==> config.mk <==
export PLATFORM = sky130hd
export DESIGN_NAME = gain_offset_device_flat
export DESIGN_NICKNAME = d
export VERILOG_FILES = /design/src/design/gain_offset_pkg.sv /design/src/design/gain_offset_link_if.sv /design/src/design/pattern_sequencer.sv /design/src/design/gain_offset_device.sv /design/src/flat_wrapper.sv
export SDC_FILE = /design/constraint.sdc
export NUM_CORES = 1
export LEC_CHECK = 0
export ABC_CLOCK_PERIOD_IN_PS = 9100
export BUFFER_PORTS_ARGS = -buffer_cell sky130_fd_sc_hd__buf_2
export CORE_ASPECT_RATIO = 0.6
export CORE_MARGIN = 2
export CORE_UTILIZATION = 45
export DETAILED_ROUTE_END_ITERATION = 16
export GPL_ROUTABILITY_DRIVEN = 0
export HOLD_SLACK_MARGIN = 0.08
export PLACE_DENSITY_LB_ADDON = 0.15
export REMOVE_ABC_BUFFERS = 1
export SLEW_MARGIN = 40
export SYNTH_ARGS = -nofsm -noshare
export SYNTH_HDL_FRONTEND = slang
export SYNTH_SLANG_ARGS = --single-unit
==> constraint.sdc <==
create_clock -name pclk -period 9.1 [get_ports pclk]
set_input_delay 0.455 -clock pclk [delete_from_list [all_inputs] [get_ports pclk]]
set_output_delay 0.455 -clock pclk [all_outputs]
set_load 0.005 [all_outputs]
==> src/design/gain_offset_pkg.sv <==
// Constants, types and helpers shared by the gain/offset bank and its controller
package gain_offset_pkg;

  localparam int NUM_REGS = 16;
  localparam int ADC_W = 10;
  localparam int ERR_W = 12;

  // ----------------------------------------
  // Bank offsets
  // ----------------------------------------
  localparam logic [3:0] AMP_GAIN_0 = 4'h0;
  localparam logic [3:0] SIGNED_OFFSET_0 = 4'h4;
  localparam logic [3:0] PATTERN_LINE0_SELECT = 4'h8;
  localparam logic [3:0] PATTERN_LINE1_SELECT = 4'h9;
  localparam logic [3:0] PATTERN_LENGTH = 4'hA;
  localparam logic [3:0] BLACK_TARGET_CODE = 4'hB;
  localparam logic [3:0] CUSTOMER_CONTROL = 4'hC;
  localparam logic [3:0] ADVANCED_CONTROL = 4'hD;
  localparam logic [3:0] POWER_TRIM_A = 4'hE;
  localparam logic [3:0] POWER_TRIM_B = 4'hF;

  // Default contents, index equals offset
  localparam logic [7:0] REG_RESET [NUM_REGS] = '{
    8'h00, 8'h00, 8'h00, 8'h00, 8'h00, 8'h00, 8'h00, 8'h00,
    8'h00, 8'h00, 8'h00, 8'h10, 8'h4E, 8'h00, 8'hAA, 8'h5A};

  // ----------------------------------------
  // Field positions
  // ----------------------------------------
  localparam int CUST_OUT_EN_BIT = 7;
  localparam int CUST_SER_OUT_BIT = 6;
  localparam int CUST_INTEG_LSB = 4;
  localparam int CUST_AUTOCAL_BIT = 3;
  localparam int TRIM_BANK_LSB = 4;
  localparam logic [7:0] LENGTH_MASK = 8'h0F;

  // ----------------------------------------
  // Timing and loop constants
  // ----------------------------------------
  localparam logic [4:0] CLAMP_ENGAGE_CYCLES = 5'd20;
  localparam logic [2:0] AVG_LAST = 3'd7;
  localparam int AVG_SHIFT = 3;
  localparam logic signed [ERR_W-1:0] OFFSET_MAX = 12'sd127;
  localparam logic signed [ERR_W-1:0] OFFSET_MIN = -12'sd128;

  // ----------------------------------------
  // Controller map (APB byte addresses)
  // ----------------------------------------
  localparam logic [7:0] CTRL_CMD = 8'h00;
  localparam logic [7:0] CTRL_STATUS = 8'h04;
  localparam logic [7:0] CTRL_LINE = 8'h08;
  localparam logic [7:0] CTRL_CLAMP = 8'h0C;
  localparam int CMD_ADDR_LSB = 0;
  localparam int CMD_DATA_LSB = 8;
  localparam int CMD_WRITE_BIT = 16;
  localparam int STAT_DATA_LSB = 8;

  typedef enum logic [1:0] {LINK_IDLE, LINK_ISSUE, LINK_WAIT} link_state_t;

  // Two-bit field idx of a byte, lowest field first
  function automatic logic [1:0] field2(input logic [7:0] word, input logic [1:0] idx);
    return word[{idx, 1'b0} +: 2];
  endfunction

endpackage

==> src/design/gain_offset_link_if.sv <==
// Link between the gain/offset bank and its controller
`timescale 1ns/100ps
interface gain_offset_link_if;
  logic reg_wr;
  logic reg_rd;
  logic [3:0] reg_addr;
  logic [7:0] reg_wdata;
  logic [7:0] reg_rdata;
  logic reg_rvalid;
  logic line_start_strobe;
  logic black_clamp_strobe;

  modport dev_mp (
    input reg_wr,
    input reg_rd,
    input reg_addr,
    input reg_wdata,
    output reg_rdata,
    output reg_rvalid,
    input line_start_strobe,
    input black_clamp_strobe
  );

  modport host_mp (
    output reg_wr,
    output reg_rd,
    output reg_addr,
    output reg_wdata,
    input reg_rdata,
    input reg_rvalid,
    output line_start_strobe,
    output black_clamp_strobe
  );
endinterface

==> src/design/pattern_sequencer.sv <==
// Pixel-rate selector sequencer driven by the line-start strobe
`timescale 1ns/100ps
module pattern_sequencer (
  input wire logic pclk,
  input wire logic presetn,
  input wire logic line_start_strobe,
  input wire logic [7:0] line0_word,
  input wire logic [7:0] line1_word,
  input wire logic [7:0] length_word,
  output logic [1:0] sel,
  output logic active
);
  import gain_offset_pkg::*;

  logic strobe_d_ff;
  logic started_ff;
  logic line_ff;
  logic nxt_line;
  logic [1:0] pos_ff;
  logic [1:0] nxt_pos;
  logic [1:0] use_pos;
  logic [1:0] last_pos;
  logic [1:0] sel_ff;
  logic active_ff;
  logic rise;

  assign rise = line_start_strobe & ~strobe_d_ff;

  always_comb
  begin
    nxt_line = (rise && started_ff) ? ~line_ff : line_ff;
    use_pos = rise ? 2'h0 : pos_ff;
    last_pos = field2(length_word, {1'b0, nxt_line});
    nxt_pos = (use_pos == last_pos) ? 2'h0 : use_pos + 2'h1;
  end

  always_ff @(posedge pclk or negedge presetn)
  begin
    if (!presetn)
    begin
      strobe_d_ff <= 1'b0;
      started_ff <= 1'b0;
      line_ff <= 1'b0;
      pos_ff <= 2'h0;
    end
    else
    begin
      strobe_d_ff <= line_start_strobe;
      started_ff <= started_ff | rise;
      line_ff <= nxt_line;
      if (line_start_strobe)
        pos_ff <= nxt_pos;
    end
  end

  always_ff @(posedge pclk or negedge presetn)
  begin
    if (!presetn)
    begin
      sel_ff <= 2'h0;
      active_ff <= 1'b0;
    end
    else
    begin
      active_ff <= line_start_strobe;
      if (line_start_strobe)
        sel_ff <= field2(nxt_line ? line1_word : line0_word, use_pos);
    end
  end

  assign sel = sel_ff;
  assign active = active_ff;
endmodule

==> src/design/gain_offset_device.sv <==
// Configuration bank, pattern sequencer hookup and digital black-level loop
`timescale 1ns/100ps
module gain_offset_device (
  input wire logic pclk,
  input wire logic presetn,
  gain_offset_link_if.dev_mp link,
  input wire logic [gain_offset_pkg::ADC_W-1:0] adc_code,
  output logic [7:0] gain_code,
  output logic [7:0] offset_code,
  output logic pix_valid,
  output logic clamp_engaged,
  output logic offset_pinned,
  output logic offset_out_en,
  output logic [gain_offset_pkg::ERR_W-1:0] offset_err,
  output logic [7:0] customer_bits,
  output logic [7:0] advanced_bits,
  output logic [3:0] bank_power
);
  import gain_offset_pkg::*;

  // ----------------------------------------
  // Register bank
  // ----------------------------------------
  logic [7:0] regs_ff [NUM_REGS];
  logic [7:0] rdata_ff;
  logic rvalid_ff;
  logic autocal;
  logic wr_blocked;
  logic loop_update;
  logic signed [ERR_W-1:0] nxt_acc;

  assign autocal = regs_ff[CUSTOMER_CONTROL][CUST_AUTOCAL_BIT];
  assign wr_blocked = autocal && (link.reg_addr[3:2] == SIGNED_OFFSET_0[3:2]);

  always_ff @(posedge pclk or negedge presetn)
  begin
    if (!presetn)
    begin
      for (int i = 0; i < NUM_REGS; i++)
        regs_ff[i] <= REG_RESET[i];
    end
    else
    begin
      if (link.reg_wr && !wr_blocked)
        regs_ff[link.reg_addr] <= (link.reg_addr == PATTERN_LENGTH) ?
          (link.reg_wdata & LENGTH_MASK) : link.reg_wdata;
      // Loop result lands in all four offsets so a read shows it
      if (loop_update && autocal)
        for (int k = 0; k < 4; k++)
          regs_ff[SIGNED_OFFSET_0 + 4'(k)] <= nxt_acc[7:0];
    end
  end

  always_ff @(posedge pclk or negedge presetn)
  begin
    if (!presetn)
    begin
      rdata_ff <= 8'h00;
      rvalid_ff <= 1'b0;
    end
    else
    begin
      rvalid_ff <= link.reg_rd;
      // Serial output disabled reads back as zero
      if (link.reg_rd)
        rdata_ff <= regs_ff[CUSTOMER_CONTROL][CUST_SER_OUT_BIT] ?
          regs_ff[link.reg_addr] : 8'h00;
    end
  end

  assign link.reg_rdata = rdata_ff;
  assign link.reg_rvalid = rvalid_ff;

  // ----------------------------------------
  // Pixel-rate gain and offset selection
  // ----------------------------------------
  logic [1:0] sel;
  logic seq_active;
  logic [7:0] gain_ff;
  logic [7:0] offset_ff;
  logic pix_valid_ff;

  pattern_sequencer pattern_sequencer_inst (
    .pclk(pclk),
    .presetn(presetn),
    .line_start_strobe(link.line_start_strobe),
    .line0_word(regs_ff[PATTERN_LINE0_SELECT]),
    .line1_word(regs_ff[PATTERN_LINE1_SELECT]),
    .length_word(regs_ff[PATTERN_LENGTH]),
    .sel(sel),
    .active(seq_active)
  );

  always_ff @(posedge pclk or negedge presetn)
  begin
    if (!presetn)
    begin
      gain_ff <= 8'h00;
      offset_ff <= 8'h00;
      pix_valid_ff <= 1'b0;
    end
    else
    begin
      gain_ff <= regs_ff[AMP_GAIN_0 + {2'b00, sel}];
      offset_ff <= regs_ff[SIGNED_OFFSET_0 + {2'b00, sel}];
      pix_valid_ff <= seq_active;
    end
  end

  // ----------------------------------------
  // Black clamp engage
  // ----------------------------------------
  logic [4:0] hi_cnt_ff;
  logic [4:0] nxt_hi_cnt;
  logic engaged_ff;

  always_comb
  begin
    if (!link.black_clamp_strobe)
      nxt_hi_cnt = 5'd0;
    else if (hi_cnt_ff == CLAMP_ENGAGE_CYCLES)
      nxt_hi_cnt = hi_cnt_ff;
    else
      nxt_hi_cnt = hi_cnt_ff + 5'd1;
  end

  always_ff @(posedge pclk or negedge presetn)
  begin
    if (!presetn)
    begin
      hi_cnt_ff <= 5'd0;
      engaged_ff <= 1'b0;
    end
    else
    begin
      hi_cnt_ff <= nxt_hi_cnt;
      engaged_ff <= link.black_clamp_strobe && (nxt_hi_cnt == CLAMP_ENGAGE_CYCLES);
    end
  end

  // ----------------------------------------
  // Averaging and offset integration
  // ----------------------------------------
  logic [ADC_W+2:0] sum_ff;
  logic [2:0] n_ff;
  logic [ADC_W+2:0] full_sum;
  logic signed [ERR_W-1:0] err;
  logic signed [ERR_W-1:0] step;
  logic signed [ERR_W-1:0] acc_ff;
  logic signed [ERR_W-1:0] raw_acc;
  logic signed [ERR_W-1:0] err_ff;
  logic pinned_ff;

  assign full_sum = sum_ff + {3'b000, adc_code};
  assign loop_update = engaged_ff && (n_ff == AVG_LAST);

  always_comb
  begin
    err = $signed({4'h0, regs_ff[BLACK_TARGET_CODE]}) -
      $signed({2'b00, full_sum[ADC_W+2:AVG_SHIFT]});
    unique case (regs_ff[CUSTOMER_CONTROL][CUST_INTEG_LSB +: 2])
      2'b00: step = err;
      2'b01: step = err >>> 2;
      2'b10: step = err >>> 3;
      2'b11: step = err >>> 4;
    endcase
    raw_acc = acc_ff + step;
    if (raw_acc > OFFSET_MAX)
      nxt_acc = OFFSET_MAX;
    else if (raw_acc < OFFSET_MIN)
      nxt_acc = OFFSET_MIN;
    else
      nxt_acc = raw_acc;
  end

  always_ff @(posedge pclk or negedge presetn)
  begin
    if (!presetn)
    begin
      sum_ff <= '0;
      n_ff <= 3'd0;
    end
    else if (!engaged_ff || loop_update)
    begin
      sum_ff <= '0;
      n_ff <= 3'd0;
    end
    else
    begin
      sum_ff <= full_sum;
      n_ff <= n_ff + 3'd1;
    end
  end

  always_ff @(posedge pclk or negedge presetn)
  begin
    if (!presetn)
    begin
      acc_ff <= '0;
      err_ff <= '0;
      pinned_ff <= 1'b0;
    end
    else if (loop_update && autocal)
    begin
      acc_ff <= nxt_acc;
      err_ff <= err;
      pinned_ff <= (raw_acc != nxt_acc);
    end
  end

  // ----------------------------------------
  // Outputs
  // ----------------------------------------
  assign gain_code = gain_ff;
  assign offset_code = offset_ff;
  assign pix_valid = pix_valid_ff;
  assign clamp_engaged = engaged_ff;
  assign offset_pinned = pinned_ff;
  assign offset_out_en = regs_ff[CUSTOMER_CONTROL][CUST_OUT_EN_BIT];
  assign offset_err = err_ff;
  assign customer_bits = regs_ff[CUSTOMER_CONTROL];
  assign advanced_bits = regs_ff[ADVANCED_CONTROL];
  // bank power from upper trim bits
  assign bank_power = regs_ff[POWER_TRIM_B][TRIM_BANK_LSB +: 4];
endmodule

==> src/flat_wrapper.sv <==
// flat-port wrapper written by rule: the top's interface ports become plain ports
module gain_offset_device_flat import gain_offset_pkg::*;
  (pclk, presetn, adc_code, gain_code, offset_code, pix_valid, clamp_engaged, offset_pinned, offset_out_en, offset_err, customer_bits, advanced_bits, bank_power, link_reg_wr, link_reg_rd, link_reg_addr, link_reg_wdata, link_reg_rdata, link_reg_rvalid, link_line_start_strobe, link_black_clamp_strobe);
  gain_offset_link_if link_i ();
  input wire logic pclk;
  input wire logic presetn;
  input wire logic [gain_offset_pkg::ADC_W-1:0] adc_code;
  output logic [7:0] gain_code;
  output logic [7:0] offset_code;
  output logic pix_valid;
  output logic clamp_engaged;
  output logic offset_pinned;
  output logic offset_out_en;
  output logic [gain_offset_pkg::ERR_W-1:0] offset_err;
  output logic [7:0] customer_bits;
  output logic [7:0] advanced_bits;
  output logic [3:0] bank_power;
  input wire logic [$bits(link_i.reg_wr)-1:0] link_reg_wr;
  input wire logic [$bits(link_i.reg_rd)-1:0] link_reg_rd;
  input wire logic [$bits(link_i.reg_addr)-1:0] link_reg_addr;
  input wire logic [$bits(link_i.reg_wdata)-1:0] link_reg_wdata;
  output wire logic [$bits(link_i.reg_rdata)-1:0] link_reg_rdata;
  output wire logic [$bits(link_i.reg_rvalid)-1:0] link_reg_rvalid;
  input wire logic [$bits(link_i.line_start_strobe)-1:0] link_line_start_strobe;
  input wire logic [$bits(link_i.black_clamp_strobe)-1:0] link_black_clamp_strobe;
  assign link_i.reg_wr = link_reg_wr;
  assign link_i.reg_rd = link_reg_rd;
  assign link_i.reg_addr = link_reg_addr;
  assign link_i.reg_wdata = link_reg_wdata;
  assign link_reg_rdata = link_i.reg_rdata;
  assign link_reg_rvalid = link_i.reg_rvalid;
  assign link_i.line_start_strobe = link_line_start_strobe;
  assign link_i.black_clamp_strobe = link_black_clamp_strobe;
  gain_offset_device u_core (.pclk(pclk), .presetn(presetn), .link(link_i), .adc_code(adc_code), .gain_code(gain_code), .offset_code(offset_code), .pix_valid(pix_valid), .clamp_engaged(clamp_engaged), .offset_pinned(offset_pinned), .offset_out_en(offset_out_en), .offset_err(offset_err), .customer_bits(customer_bits), .advanced_bits(advanced_bits), .bank_power(bank_power));
endmodule
==> flow_metrics.py, run 1 <==
metrics = {
    "logic_synthesis": {
        "synth.avg_cell_area_um2": 11.45,
        "synth_cells": 974,
        "ys_warn_count": 0,
        "synthFlopType": "dfrtp_1",
        "synth.area.top_cells": "dfrtp_1 44%, mux4_2 12%, mux2_2 6.9%",
        "ys_ff_latch": 207,
        "synth.cell_area_um2": 11150,
        "synth-edff-count": 0,
        "synth_cell_types": 66,
        "yosys.area.top_type": "dfrtp_1",
        "synth_top_area_share_pct": 43.54,
        "ys_seq_area_share_pct": 46.61,
        "synthArstFlopShare_pct": 100.0,
    },
    "worst_setup_path": {
        "crit_type": "register to register",
        "required_ns": 9.47,
        "crit_arrival_ns": 7.85,
        "reg2reg_from": "u_core.sum_ff[3]$_DFF_PN0_",
        "crit_start": "u_core.sum_ff[3]$_DFF_PN0_",
        "end_kind": "register",
        "worst-path-max-fanout": 7,
        "cpMostUsedCell": "a21oi_1",
        "critPathMaxStageDelay_ns": 0.41,
        "cp_slowest_cell": "a221oi_2",
        "worstSetupStartpointType": "register",
    },
    "timing": {
        "tns_ns": 0,
        "tightest_slew_ns": 0.8248,
        "timing.final.hold_violations": 0,
        "rsz0062_at_grt": "false",
        "min_period_ns": 7.484,
        "report.final.slew_viol_count": 0,
        "finalCritPeriodShare_pct": 82.24,
        "hold_slack_ns": 0.1574,
        "setup-violations-final": 0,
        "fmax_mhz": 133.6,
        "max_slew_margin_pct": 44.81,
        "fin_worst_skew_ns": 0.007445,
    },
    "clocking": {
        "cts_tree": "built",
        "cts_buffers": 21,
        "cts-resized-gates": 0,
        "htreeDepth": 1,
        "clock_latency_ns": 0.52,
        "clockBufferDepth": 3,
        "cts-root-buf": "clkbuf_16",
        "clk_pin_slew_ns": 0.06,
        "cts.sinks": 207,
    },
    "floorplanning": {
        "io-pin-count": 89,
        "chipHeight_um": 125.9,
        "fp.dieW_um": 207.2,
        "core_area_um2": 24280,
        "num_rows": 44,
        "start_util_pct": 45.92,
        "dieArea_um2": 26090,
    },
    "detailed_routing": {
        "viasPerCell": 5.728,
        "route.detailed.drc": 0,
        "drt_iter0_drc": 604,
        "ant_nets": 0,
        "drt-total-wl_mm": 29.02,
        "vias": 7796,
        "first_pass_iters": 5,
        "wl_per_cell_um": 21.32,
    },
    "pwr": {
        "clock_power_share_pct": 28.3,
        "p_per_area_nw_per_um2": 256.7,
        "net-switching-power_uw": 1057,
        "irDropWorstVdd_mv": 0.1584,
        "p_comb_share_pct": 32.0,
        "p_leak_uw": 0.005533,
        "p_sw_share_pct": 33.06,
        "p_seq_share_pct": 39.7,
        "intPower_uw": 2141,
    },
    "global_routing": {
        "grtUsageTotal_pct": 22.86,
        "grt_pass1_vias": 7654,
        "grt_remaining_overflow": 0,
        "grt_first_pass_wirelength_mm": 46.06,
        "grt_start_max_net_pins": 87,
        "antenna_found_initial": 0,
    },
    "final_layout": {
        "syn_to_final_growth_pct": 11.76,
        "nNetsFinal": 1088,
        "fin_area_um2": 12460,
        "drive_gt1_share_pct": 27.72,
        "diodes": 0,
        "fin_util_pct": 51.32,
        "instances_no_fill": 1361,
    },
    "job": {
        "maxCapViolCount": 0,
    },
    "hold_path": {
        "hold_class": "primary input to register",
        "hold_path.startpoint": "link_line_start_strobe",
    },
    "place": {
        "numPortBuffers": 88,
        "hpwl_mm": 20.27,
        "dpl_cell_area_um2": 11730,
        "placedCellCount": 1322,
    },
    "run_status": {
        "status": "finished, final reports clean",
    },
}
final cells by class:
cell class                 count  area (µm²)
fill                        2178       11820
multi-input combinational    660        5475
sequential                   207        5197
clock buffer                  35       638.1
timing repair buffer         100       550.5
tap                          322       402.9
inverter                      34       127.6
clock inverter                 3       68.82
sequential cells by signal (all words and copies together), names as in the netlist, 4 cells and up:
register,cells
u_core.customer_bits,8
u_core.regs_ff,108
u_core.acc_ff,12
u_core.advanced_bits,8
u_core.hi_cnt_ff,5
u_core.link.reg_rdata,8
u_core.sum_ff,13
u_core.offset_code,8
u_core.gain_code,8
u_core.offset_err,11
u_core.bank_power,4
worst paths after layout:
path / to / slack (ns) / cells past startpoint
max in group asynchronous: u_core.pattern_sequencer_inst.sel[1]$_DFFE_PN0P_ / 7.01 / 4
setup reg to reg: u_core.regs_ff[95]$_DFFE_PN0P_ / 1.62 / 30
min in group asynchronous: u_core.offset_code[7]$_DFF_PN0_ / 0.50 / 2
hold / removal: u_core.pattern_sequencer_inst.strobe_d_ff$_DFF_PN0_ / 0.16 / 1
setup / recovery: u_core.regs_ff[95]$_DFFE_PN0P_ / 1.62 / 30
hold reg to reg: u_core.n_ff[0]$_DFF_PN0_ / 0.44 / 1
stage by stage:
step,setup WS [ns],power [µW]
after floorplan,2.414,1944
after global placement,1.751,2290
after detailed placement,1.518,2301
after CTS,1.639,3214
after global routing,1.042,3383
final,1.616,3198
cells in the mapped netlist (3+ instances only):
library cell	count
a211oi_1	5
a21o_1	10
a21oi_1	48
a22oi_1	4
a2bb2oi_1	5
a31oi_1	7
a32oi_1	6
and2_1	7
and3_1	6
buf_1	6
buf_2	5
buf_4	21
clkbuf_1	39
dfrtp_1	194
dfstp_2	13
fa_1	3
ha_1	33
inv_1	34
mux2_2	68
mux2i_1	19
mux4_2	58
nand2_1	105
nand2b_1	10
nand3_1	24
nand3b_1	3
nor2_1	50
nor2b_1	10
nor3_1	7
nor4_1	4
o211ai_1	4
o21ai_0	81
o21bai_1	3
o22a_1	5
o22ai_1	3
o31a_1	3
or2_2	3
or3_1	3
xnor2_1	22
xor2_1	12
cells in the final DEF (no fill, tap or decap), types with 7 or more instances in the layout:
master,n
a21o_1,10
a21oi_1,48
a31oi_1,7
and2_1,7
buf_2,87
buf_4,9
clkbuf_1,8
clkbuf_16,21
dfrtp_1,193
dfstp_2,13
ha_1,33
inv_1,34
mux2_2,68
mux2i_1,19
mux4_2,58
nand2_1,105
nand2b_1,10
nand3_1,23
nor2_1,48
nor2b_1,10
nor3_1,7
o21ai_0,81
xnor2_1,22
xor2_1,11
power by group through the flow:
stage	registers [µW]	logic, µW	clock network (µW)
2_1_floorplan	1250	699	0
3_3_place_gp	1280	1010	0
3_5_place_dp	1280	1020	0
4_1_cts	1270	1030	923
5_1_grt	1290	1130	961
6_report	1270	1020	904
metal layers:
metal / share of wire (%) / track usage [%] / vias up / routed length [µm]
li1: - / - / 3598 / -
met1: 51 / 36.77 / 3939 / 14670
met2: 41 / 30.98 / 226 / 11830
met3: 6.8 / 5.262 / 33 / 1974
met4: 1.9 / 5.042 / 0 / 548
met5: 0 / 0 / - / 0
timing repair:
action	4_1_cts	5_1_grt
hold endpoints to repair	82	0
hold buffers	1	0
setup buffers	0	0
critical path, delay by kind of cell (launching register included):
family	cells	cell delay [ns]
xor gates and xnor gates	3	0.66
and+or+nand+nor	8	1.85
AOI/OAI and AO/OA	13	2.67
DFF	1	0.38
adders and majority gates	5	1.67
buffers and inverters	1	0.09
cell families after synthesis:
family                   after synthesis  synth area share [%]
AO/OA/AOI/OAI                        198                 11.06
XOR/XNOR                              36                 3.019
adder cells (fa/ha/maj)               38                 4.433
buffers and inverters                107                 4.500
flip-flops                           207                 46.61
multiplexers                         145                 20.29
AND/OR/NAND/NOR                      243                 10.09
(Power assumes the default switching activity.)
==> inputs of run 2 (changes only) <==
- ABC_CLOCK_PERIOD_IN_PS: 9100 -> 7000
- clock period: 9.1 -> 7 ns (I/O delays scaled with it)
==> run 2 against run 1 <==
Net effect: final area is 2.7% higher; non-clock buffer count is 21 higher; largest power group unchanged; critical endpoint is now u_core.regs_ff[86]$_DFFE_PN0P_; highest routed layer unchanged; via count is 1.4% higher; clock-buffer cell count is 5 lower; first-iteration DRC count is 5.3% lower.
==> flow_metrics.py, run 2 (synthesis gave the netlist of run 1 again) <==
metrics = {
    "final_layout": {
        "nNetsFinal": 1109,
        "reg_top3": "u_core.regs_ff (108), u_core.sum_ff (13), u_core.acc_ff (12)",
        "instances_no_fill": 1382,
        "top_register": "u_core.regs_ff",
        "multi_input_area_um2": 5614,
        "n_fill_cell": 2128,
        "drive_gt1_share_pct": 31.73,
        "mostFrequentLayoutCells": "193 x dfrtp_1, 103 x nand2_1, 87 x buf_2, 76 x o21ai_0, 68 x mux2_2",
        "final_common_cell": "dfrtp_1",
        "seq_area_um2": 5197,
        "syn_to_final_growth_pct": 14.81,
        "largest_reg_flops": 108,
        "fin_area_um2": 12800,
    },
    "clocking": {
        "clockBufferDepth": 3,
        "cts_tree": "built",
        "clk_pin_slew_ns": 0.06,
        "cts-root-buf": "clkbuf_16",
        "clock_latency_ns": 0.51,
        "cts_buffers": 21,
        "cts.sinks": 207,
        "htreeDepth": 1,
    },
    "pwr": {
        "p_comb_share_pct": 33.8,
        "irDropWorstVdd_mv": 0.1762,
        "p_per_area_nw_per_um2": 335.0,
        "intPower_uw": 2866,
        "p_seq_share_pct": 38.5,
        "p_sw_share_pct": 33.18,
        "clock_power_share_pct": 27.7,
        "net-switching-power_uw": 1423,
        "p_leak_uw": 0.005681,
    },
    "timing": {
        "setup-violations-final": 0,
        "max_slew_margin_pct": 44.29,
        "tightest_slew_ns": 0.8326,
        "min_period_ns": 6.642,
        "timing.final.hold_violations": 0,
        "report.final.slew_viol_count": 0,
        "finalCritPeriodShare_pct": 94.89,
        "setup_ws_ns": 0.3578,
        "tns_ns": 0,
        "hold_slack_ns": 0.1128,
        "fin_worst_skew_ns": 0.01622,
        "fmax_mhz": 150.6,
    },
    "place": {
        "dpl_cell_area_um2": 11840,
        "placedCellCount": 1334,
        "numPortBuffers": 88,
        "dpl_worst_slack_ns": -0.1473,
        "hpwl_mm": 20.17,
    },
    "floorplanning": {
        "core_area_um2": 24280,
        "dieArea_um2": 26090,
        "chipHeight_um": 125.9,
        "num_rows": 44,
        "io-pin-count": 89,
        "start_util_pct": 45.92,
        "fp.dieW_um": 207.2,
    },
    "job": {
        "maxCapViolCount": 0,
    },
    "global_routing": {
        "grt_start_max_net_pins": 81,
        "antenna_found_initial": 0,
        "grtUsageTotal_pct": 22.80,
        "grt_first_pass_wirelength_mm": 46.15,
        "grt_remaining_overflow": 0,
        "grt_pass1_vias": 7701,
    },
    "worst_setup_path": {
        "required_ns": 7.35,
        "critPathMaxStageDelay_ns": 0.40,
        "reg2reg_to": "u_core.regs_ff[86]$_DFFE_PN0P_",
        "crit_type": "register to register",
        "end_kind": "register",
        "worstSetupStartpointType": "register",
        "reg2reg_from": "u_core.sum_ff[0]$_DFF_PN0_",
        "rr_worst_depth": 33,
        "cp_slowest_cell": "or3_4",
        "worst-path-max-fanout": 7,
        "r2r_slack_ns": 0.36,
        "crit_arrival_ns": 6.99,
    },
    "hold_path": {
        "hold_path.startpoint": "link_black_clamp_strobe",
        "whs_path_depth": 2,
        "hold_class": "primary input to register",
        "min_to": "u_core.hi_cnt_ff[1]$_DFF_PN0_",
    },
    "detailed_routing": {
        "first_pass_iters": 5,
        "viasPerCell": 5.720,
        "wl_per_cell_um": 21.36,
        "drt-total-wl_mm": 29.51,
        "ant_nets": 0,
        "route.detailed.drc": 0,
        "vias": 7905,
        "drt_iter0_drc": 572,
    },
    "run_status": {
        "status": "finished, final reports clean",
    },
}
==> run 2: cell types whose count changed in the layout (fill, tap and decap cells not counted), moves of 3 or more <==
cell | before | now
xnor2_2 | 0 | 4
a21oi_1 | 48 | 43
clkbuf_1 | 8 | 2
ha_1 | 33 | 30
clkinvlp_4 | 0 | 3
o21ai_1 | 1 | 6
o21ai_0 | 81 | 76
buf_4 | 9 | 29
xnor2_1 | 22 | 18
a21oi_2 | 0 | 5
==> run 2: worst max path at each step <==
stage,endpoint,start
final,u_core.regs_ff[86]$_DFFE_PN0P_,u_core.sum_ff[0]$_DFF_PN0_
after global routing,u_core.regs_ff[77]$_DFFE_PN0P_,u_core.sum_ff[0]$_DFF_PN0_
after CTS,u_core.regs_ff[77]$_DFFE_PN0P_,u_core.sum_ff[0]$_DFF_PN0_
after detailed placement,u_core.acc_ff[2]$_DFFE_PN0P_,adc_code[0]
after global placement,u_core.regs_ff[87]$_DFFE_PN0P_,adc_code[0]
after floorplan,u_core.regs_ff[79]$_DFFE_PN0P_,adc_code[0]
==> run 2: stage by stage <==
stage,power [µW],utilization [%]
2_1_floorplan,2528,-
3_3_place_gp,2998,48.62
3_5_place_dp,3016,48.76
4_1_cts,4226,51.90
5_1_grt,4529,52.72
6_report,4289,52.73
==> run 2: layout make-up <==
| type | instances | area share, % |
|---|---|---|
| multi-input cells | 660 | 43.86 |
| flip-flops and latches | 207 | 40.60 |
| repair buffers | 121 | 5.698 |
| clock buffers | 30 | 4.916 |
| well taps | 322 | 3.147 |
| inverters | 34 | 1.026 |
| clock inverters | 7 | 0.7331 |
| diodes | 1 | 0.01955 |
==> run 2: critical path: cells and delay by family (launching register included) <==
kind / cells / cell delay, ns
compound gates: 14 / 2.51
fa+ha+maj: 6 / 1.72
simple gates: 9 / 1.33
flops: 1 / 0.36
xor+xnor: 2 / 0.29
buf+inv: 2 / 0.23
==> run 2: metal layers <==
| metal | GRT usage, % | wire, µm | share of wire [%] |
|---|---|---|---|
| met4 | 4.118 | 434 | 1.5 |
| met2 | 32.37 | 12340 | 42 |
| met3 | 4.239 | 1877 | 6.4 |
| met5 | 0 | 0 | 0 |
| met1 | 36.45 | 14860 | 50 |
==> run 2: repair_timing <==
action | 4_1_cts | 5_1_grt
buffers inserted | 0 | 8
resized for setup | 3 | 30
hold buffers | 2 | 0
hold endpoints to repair | 54 | 0
pin swaps | 0 | 17
endpoints found under the setup margin | 16 | 43
==> run 2: power groups by stage <==
stage	Clock [µW]	Sequential, µW	Combinational [µW]
global route	1260	1690	1590
CTS	1210	1650	1360
global placement	0	1660	1340
finish	1190	1650	1450
floorplan	0	1620	908
detailed placement	0	1670	1350
==> inputs of run 3 (changes only) <==
- ABC_AREA: unset -> 1
- PLACE_DENSITY_LB_ADDON: 0.15 -> 0.1
==> run 3 against run 2 <==
Net effect: non-clock buffer count is 18 lower; cell count grew 28%; synthesized cell count rose by 41%; clock power increased by 3%; critical path depth rose by 3; register-to-register slack improved by 0.49 ns; sequential share of layout area increased by 0.80 points; largest cell class is now flip-flops and latches.
==> flow_metrics.py, run 3 <==
metrics = {
    "run_status": {
        "status": "finished, final reports clean",
    },
    "worst_setup_path": {
        "required_ns": 7.39,
        "end_kind": "register",
        "cpMostUsedCell": "nand2_1",
        "crit_start": "u_core.sum_ff[0]$_DFF_PN0_",
        "crit_arrival_ns": 6.54,
        "critPathMaxStageDelay_ns": 0.58,
        "reg2reg_to": "u_core.regs_ff[81]$_DFFE_PN0P_",
        "reg2reg_from": "u_core.sum_ff[0]$_DFF_PN0_",
        "r2r_slack_ns": 0.84,
        "cp_slowest_cell": "ha_1",
        "crit_type": "register to register",
        "rr_worst_depth": 36,
        "crit_family": "adder cells",
        "crit_cells": 36,
        "crit_end": "u_core.regs_ff[81]$_DFFE_PN0P_",
        "worstSetupStartpointType": "register",
        "worst-path-max-fanout": 11,
        "cp_num_buf_inv": 4,
    },
    "detailed_routing": {
        "drt-total-wl_mm": 33.85,
        "route.detailed.drc": 0,
        "vias": 9779,
        "wl_per_cell_um": 19.11,
        "drt_iter0_drc": 924,
        "viasPerCell": 5.522,
        "first_pass_iters": 5,
        "ant_nets": 0,
    },
    "pwr": {
        "intPower_uw": 2624,
        "irDropWorstVdd_mv": 0.1630,
        "p_seq_share_pct": 38.1,
        "p_comb_share_pct": 32.5,
        "p_sw_share_pct": 37.29,
        "finalPower_uw": 4184,
        "p_leak_uw": 0.006176,
        "net-switching-power_uw": 1560,
        "clock_power_share_pct": 29.4,
        "p_per_area_nw_per_um2": 333.4,
    },
    "place": {
        "placedCellCount": 1727,
        "dpl_worst_slack_ns": 0.7977,
        "hpwl_mm": 23.74,
        "dpl_cell_area_um2": 11750,
        "numPortBuffers": 88,
    },
    "logic_synthesis": {
        "synth.avg_cell_area_um2": 8.114,
        "synthFlopType": "dfrtp_1",
        "yosys.area.top_type": "dfrtp_1",
        "yosysMostFrequentCell": "nand2_1",
        "synth_top_area_share_pct": 43.61,
        "ys_warn_count": 0,
        "synth_commonest_cells": "336 x nand2_1, 194 x dfrtp_1, 181 x o21ai_0",
        "synth_cell_types": 48,
        "synth.area.top_cells": "dfrtp_1 44%, nand2_1 11%, o21ai_0 8.1%",
        "ys_ff_latch": 207,
        "synth.cell_area_um2": 11130,
        "synth_cells": 1372,
        "synth-edff-count": 0,
        "synthArstFlopShare_pct": 100.0,
        "ys_seq_area_share_pct": 46.68,
    },
    "global_routing": {
        "grt_remaining_overflow": 0,
        "grt_start_max_net_pins": 75,
        "grt_pass1_vias": 9107,
        "grt_first_pass_wirelength_mm": 53.29,
        "grtUsageTotal_pct": 26.11,
        "antenna_found_initial": 0,
    },
    "floorplanning": {
        "dieArea_um2": 26050,
        "num_rows": 44,
        "fp.dieW_um": 207.1,
        "start_util_pct": 45.96,
        "core_area_um2": 24220,
        "io-pin-count": 89,
        "chipHeight_um": 125.8,
    },
    "final_layout": {
        "diodes": 0,
        "reg_top3": "u_core.regs_ff (108), u_core.sum_ff (13), u_core.acc_ff (12)",
        "drive_gt1_share_pct": 14.15,
        "n_fill_cell": 2346,
        "instances_no_fill": 1771,
        "final_common_cell": "nand2_1",
        "largest_reg_flops": 108,
        "fin_area_um2": 12550,
        "top_register": "u_core.regs_ff",
        "syn_to_final_growth_pct": 12.76,
        "mostFrequentLayoutCells": "336 x nand2_1, 194 x dfrtp_1, 181 x o21ai_0, 158 x inv_1, 89 x nor2_1",
        "nNetsFinal": 1497,
    },
    "timing": {
        "tns_ns": 0,
        "min_period_ns": 6.156,
        "report.final.slew_viol_count": 0,
        "fmax_mhz": 162.5,
        "fin_worst_skew_ns": 0.01710,
        "timing.final.hold_violations": 0,
        "rsz0062_at_grt": "false",
        "setup_ws_ns": 0.8443,
        "tightest_slew_ns": 0.8536,
        "max_slew_margin_pct": 42.74,
        "finalCritPeriodShare_pct": 87.94,
        "setup-violations-final": 0,
    },
    "clocking": {
        "clk_pin_slew_ns": 0.07,
        "cts_buffers": 22,
        "cts.sinks": 207,
        "clockBufferDepth": 3,
        "htreeDepth": 1,
        "cts-root-buf": "clkbuf_16",
        "cts-resized-gates": 0,
        "clock_latency_ns": 0.54,
        "cts_tree": "built",
    },
    "hold_path": {
        "hold_class": "primary input to register",
    },
    "job": {
        "maxCapViolCount": 0,
    },
}
## run 3: cell count changes in the layout (fill, tap and decap cells not counted), sizes merged, moves of 46 or more
cell / before / now
nand2: 105 / 353
inv: 33 / 159
o21ai: 82 / 191
mux2: 68 / 0
mux4: 58 / 0
nor2: 50 / 97
nand3: 24 / 70
## run 3: timing repair
| action | CTS | global route |
|---|---|---|
| setup buffers | 0 | 0 |
| endpoints found under the hold margin | 74 | 0 |
| hold buffers | 4 | 0 |
## run 3: per-layer routing
metal  up-vias  track usage (%)  wire length (µm)  part of all wire [%]
met1      4692            42.31             16820                    50
met5         -                0                 0                     0
li1       4657                -                 -                     -
met2       373            34.63             13180                    39
met3        57            5.985              3158                   9.3
met4         0            5.798               685                   2.0
## run 3: per-stage QoR
| step | hold slack, ns | util (%) |
|---|---|---|
| after floorplan | 0.05441 | - |
| after global placement | 0.3676 | 48.46 |
| after detailed placement | 0.3656 | 48.51 |
| after CTS | 0.08599 | 51.78 |
| after global routing | 0.09485 | 51.82 |
| final | 0.1044 | 51.82 |
## run 3: power by group through the flow
stage               logic (µW)  registers (µW)  clock network (µW)
detailed placement        1340            1610                   0
floorplan                  870            1590                   0
finish                    1360            1590                1230
CTS                       1350            1590                1250
global placement          1320            1610                   0
global route              1520            1620                1300
## run 3: cell families after synthesis
| family | after synthesis | synth area share [%] |
|---|---|---|
| DFF | 207 | 46.68 |
| and+or+nand+nor | 545 | 21.34 |
| adders and majority gates | 36 | 4.249 |
| AOI/OAI and AO/OA | 334 | 17.41 |
| xor gates and xnor gates | 24 | 1.888 |
| buffers and inverters | 226 | 8.430 |
## run 3: worst register-to-register path, delay by kind of cell (launching register included)
family                   cells  cell delay [ns]
AO/OA/AOI/OAI                9             1.45
XOR/XNOR                     1             0.26
adder cells (fa/ha/maj)      5             1.86
buffers and inverters        4             0.36
flip-flops                   1             0.33
AND/OR/NAND/NOR             17             1.77
## run 3: worst min path at each step
stage                            from                                to  slack (ns)  cells past startpoint
global route        link_reg_wdata[6]    u_core.regs_ff[78]$_DFFE_PN0P_        0.09                      3
global placement              presetn     u_core.acc_ff[10]$_DFFE_PN0P_        0.37                      1
detailed placement            presetn  u_core.offset_pinned$_DFFE_PN0P_        0.37                      1
finish              link_reg_wdata[6]    u_core.regs_ff[78]$_DFFE_PN0P_        0.10                      3
CTS                 link_reg_wdata[6]    u_core.regs_ff[78]$_DFFE_PN0P_        0.09                      3
floorplan                     presetn      u_core.acc_ff[0]$_DFFE_PN0P_        0.05                      0
## run 3: area by class of cell
cell class                 instances  area (µm²)  area share [%]
inverter                         160       600.6           4.785
clock inverter                     6       97.59          0.7775
timing repair buffer             103       580.6           4.625
sequential                       207        5196           41.40
multi-input combinational        939        5019           39.98
clock buffer                      34       655.6           5.223
tap                              322       402.9           3.210
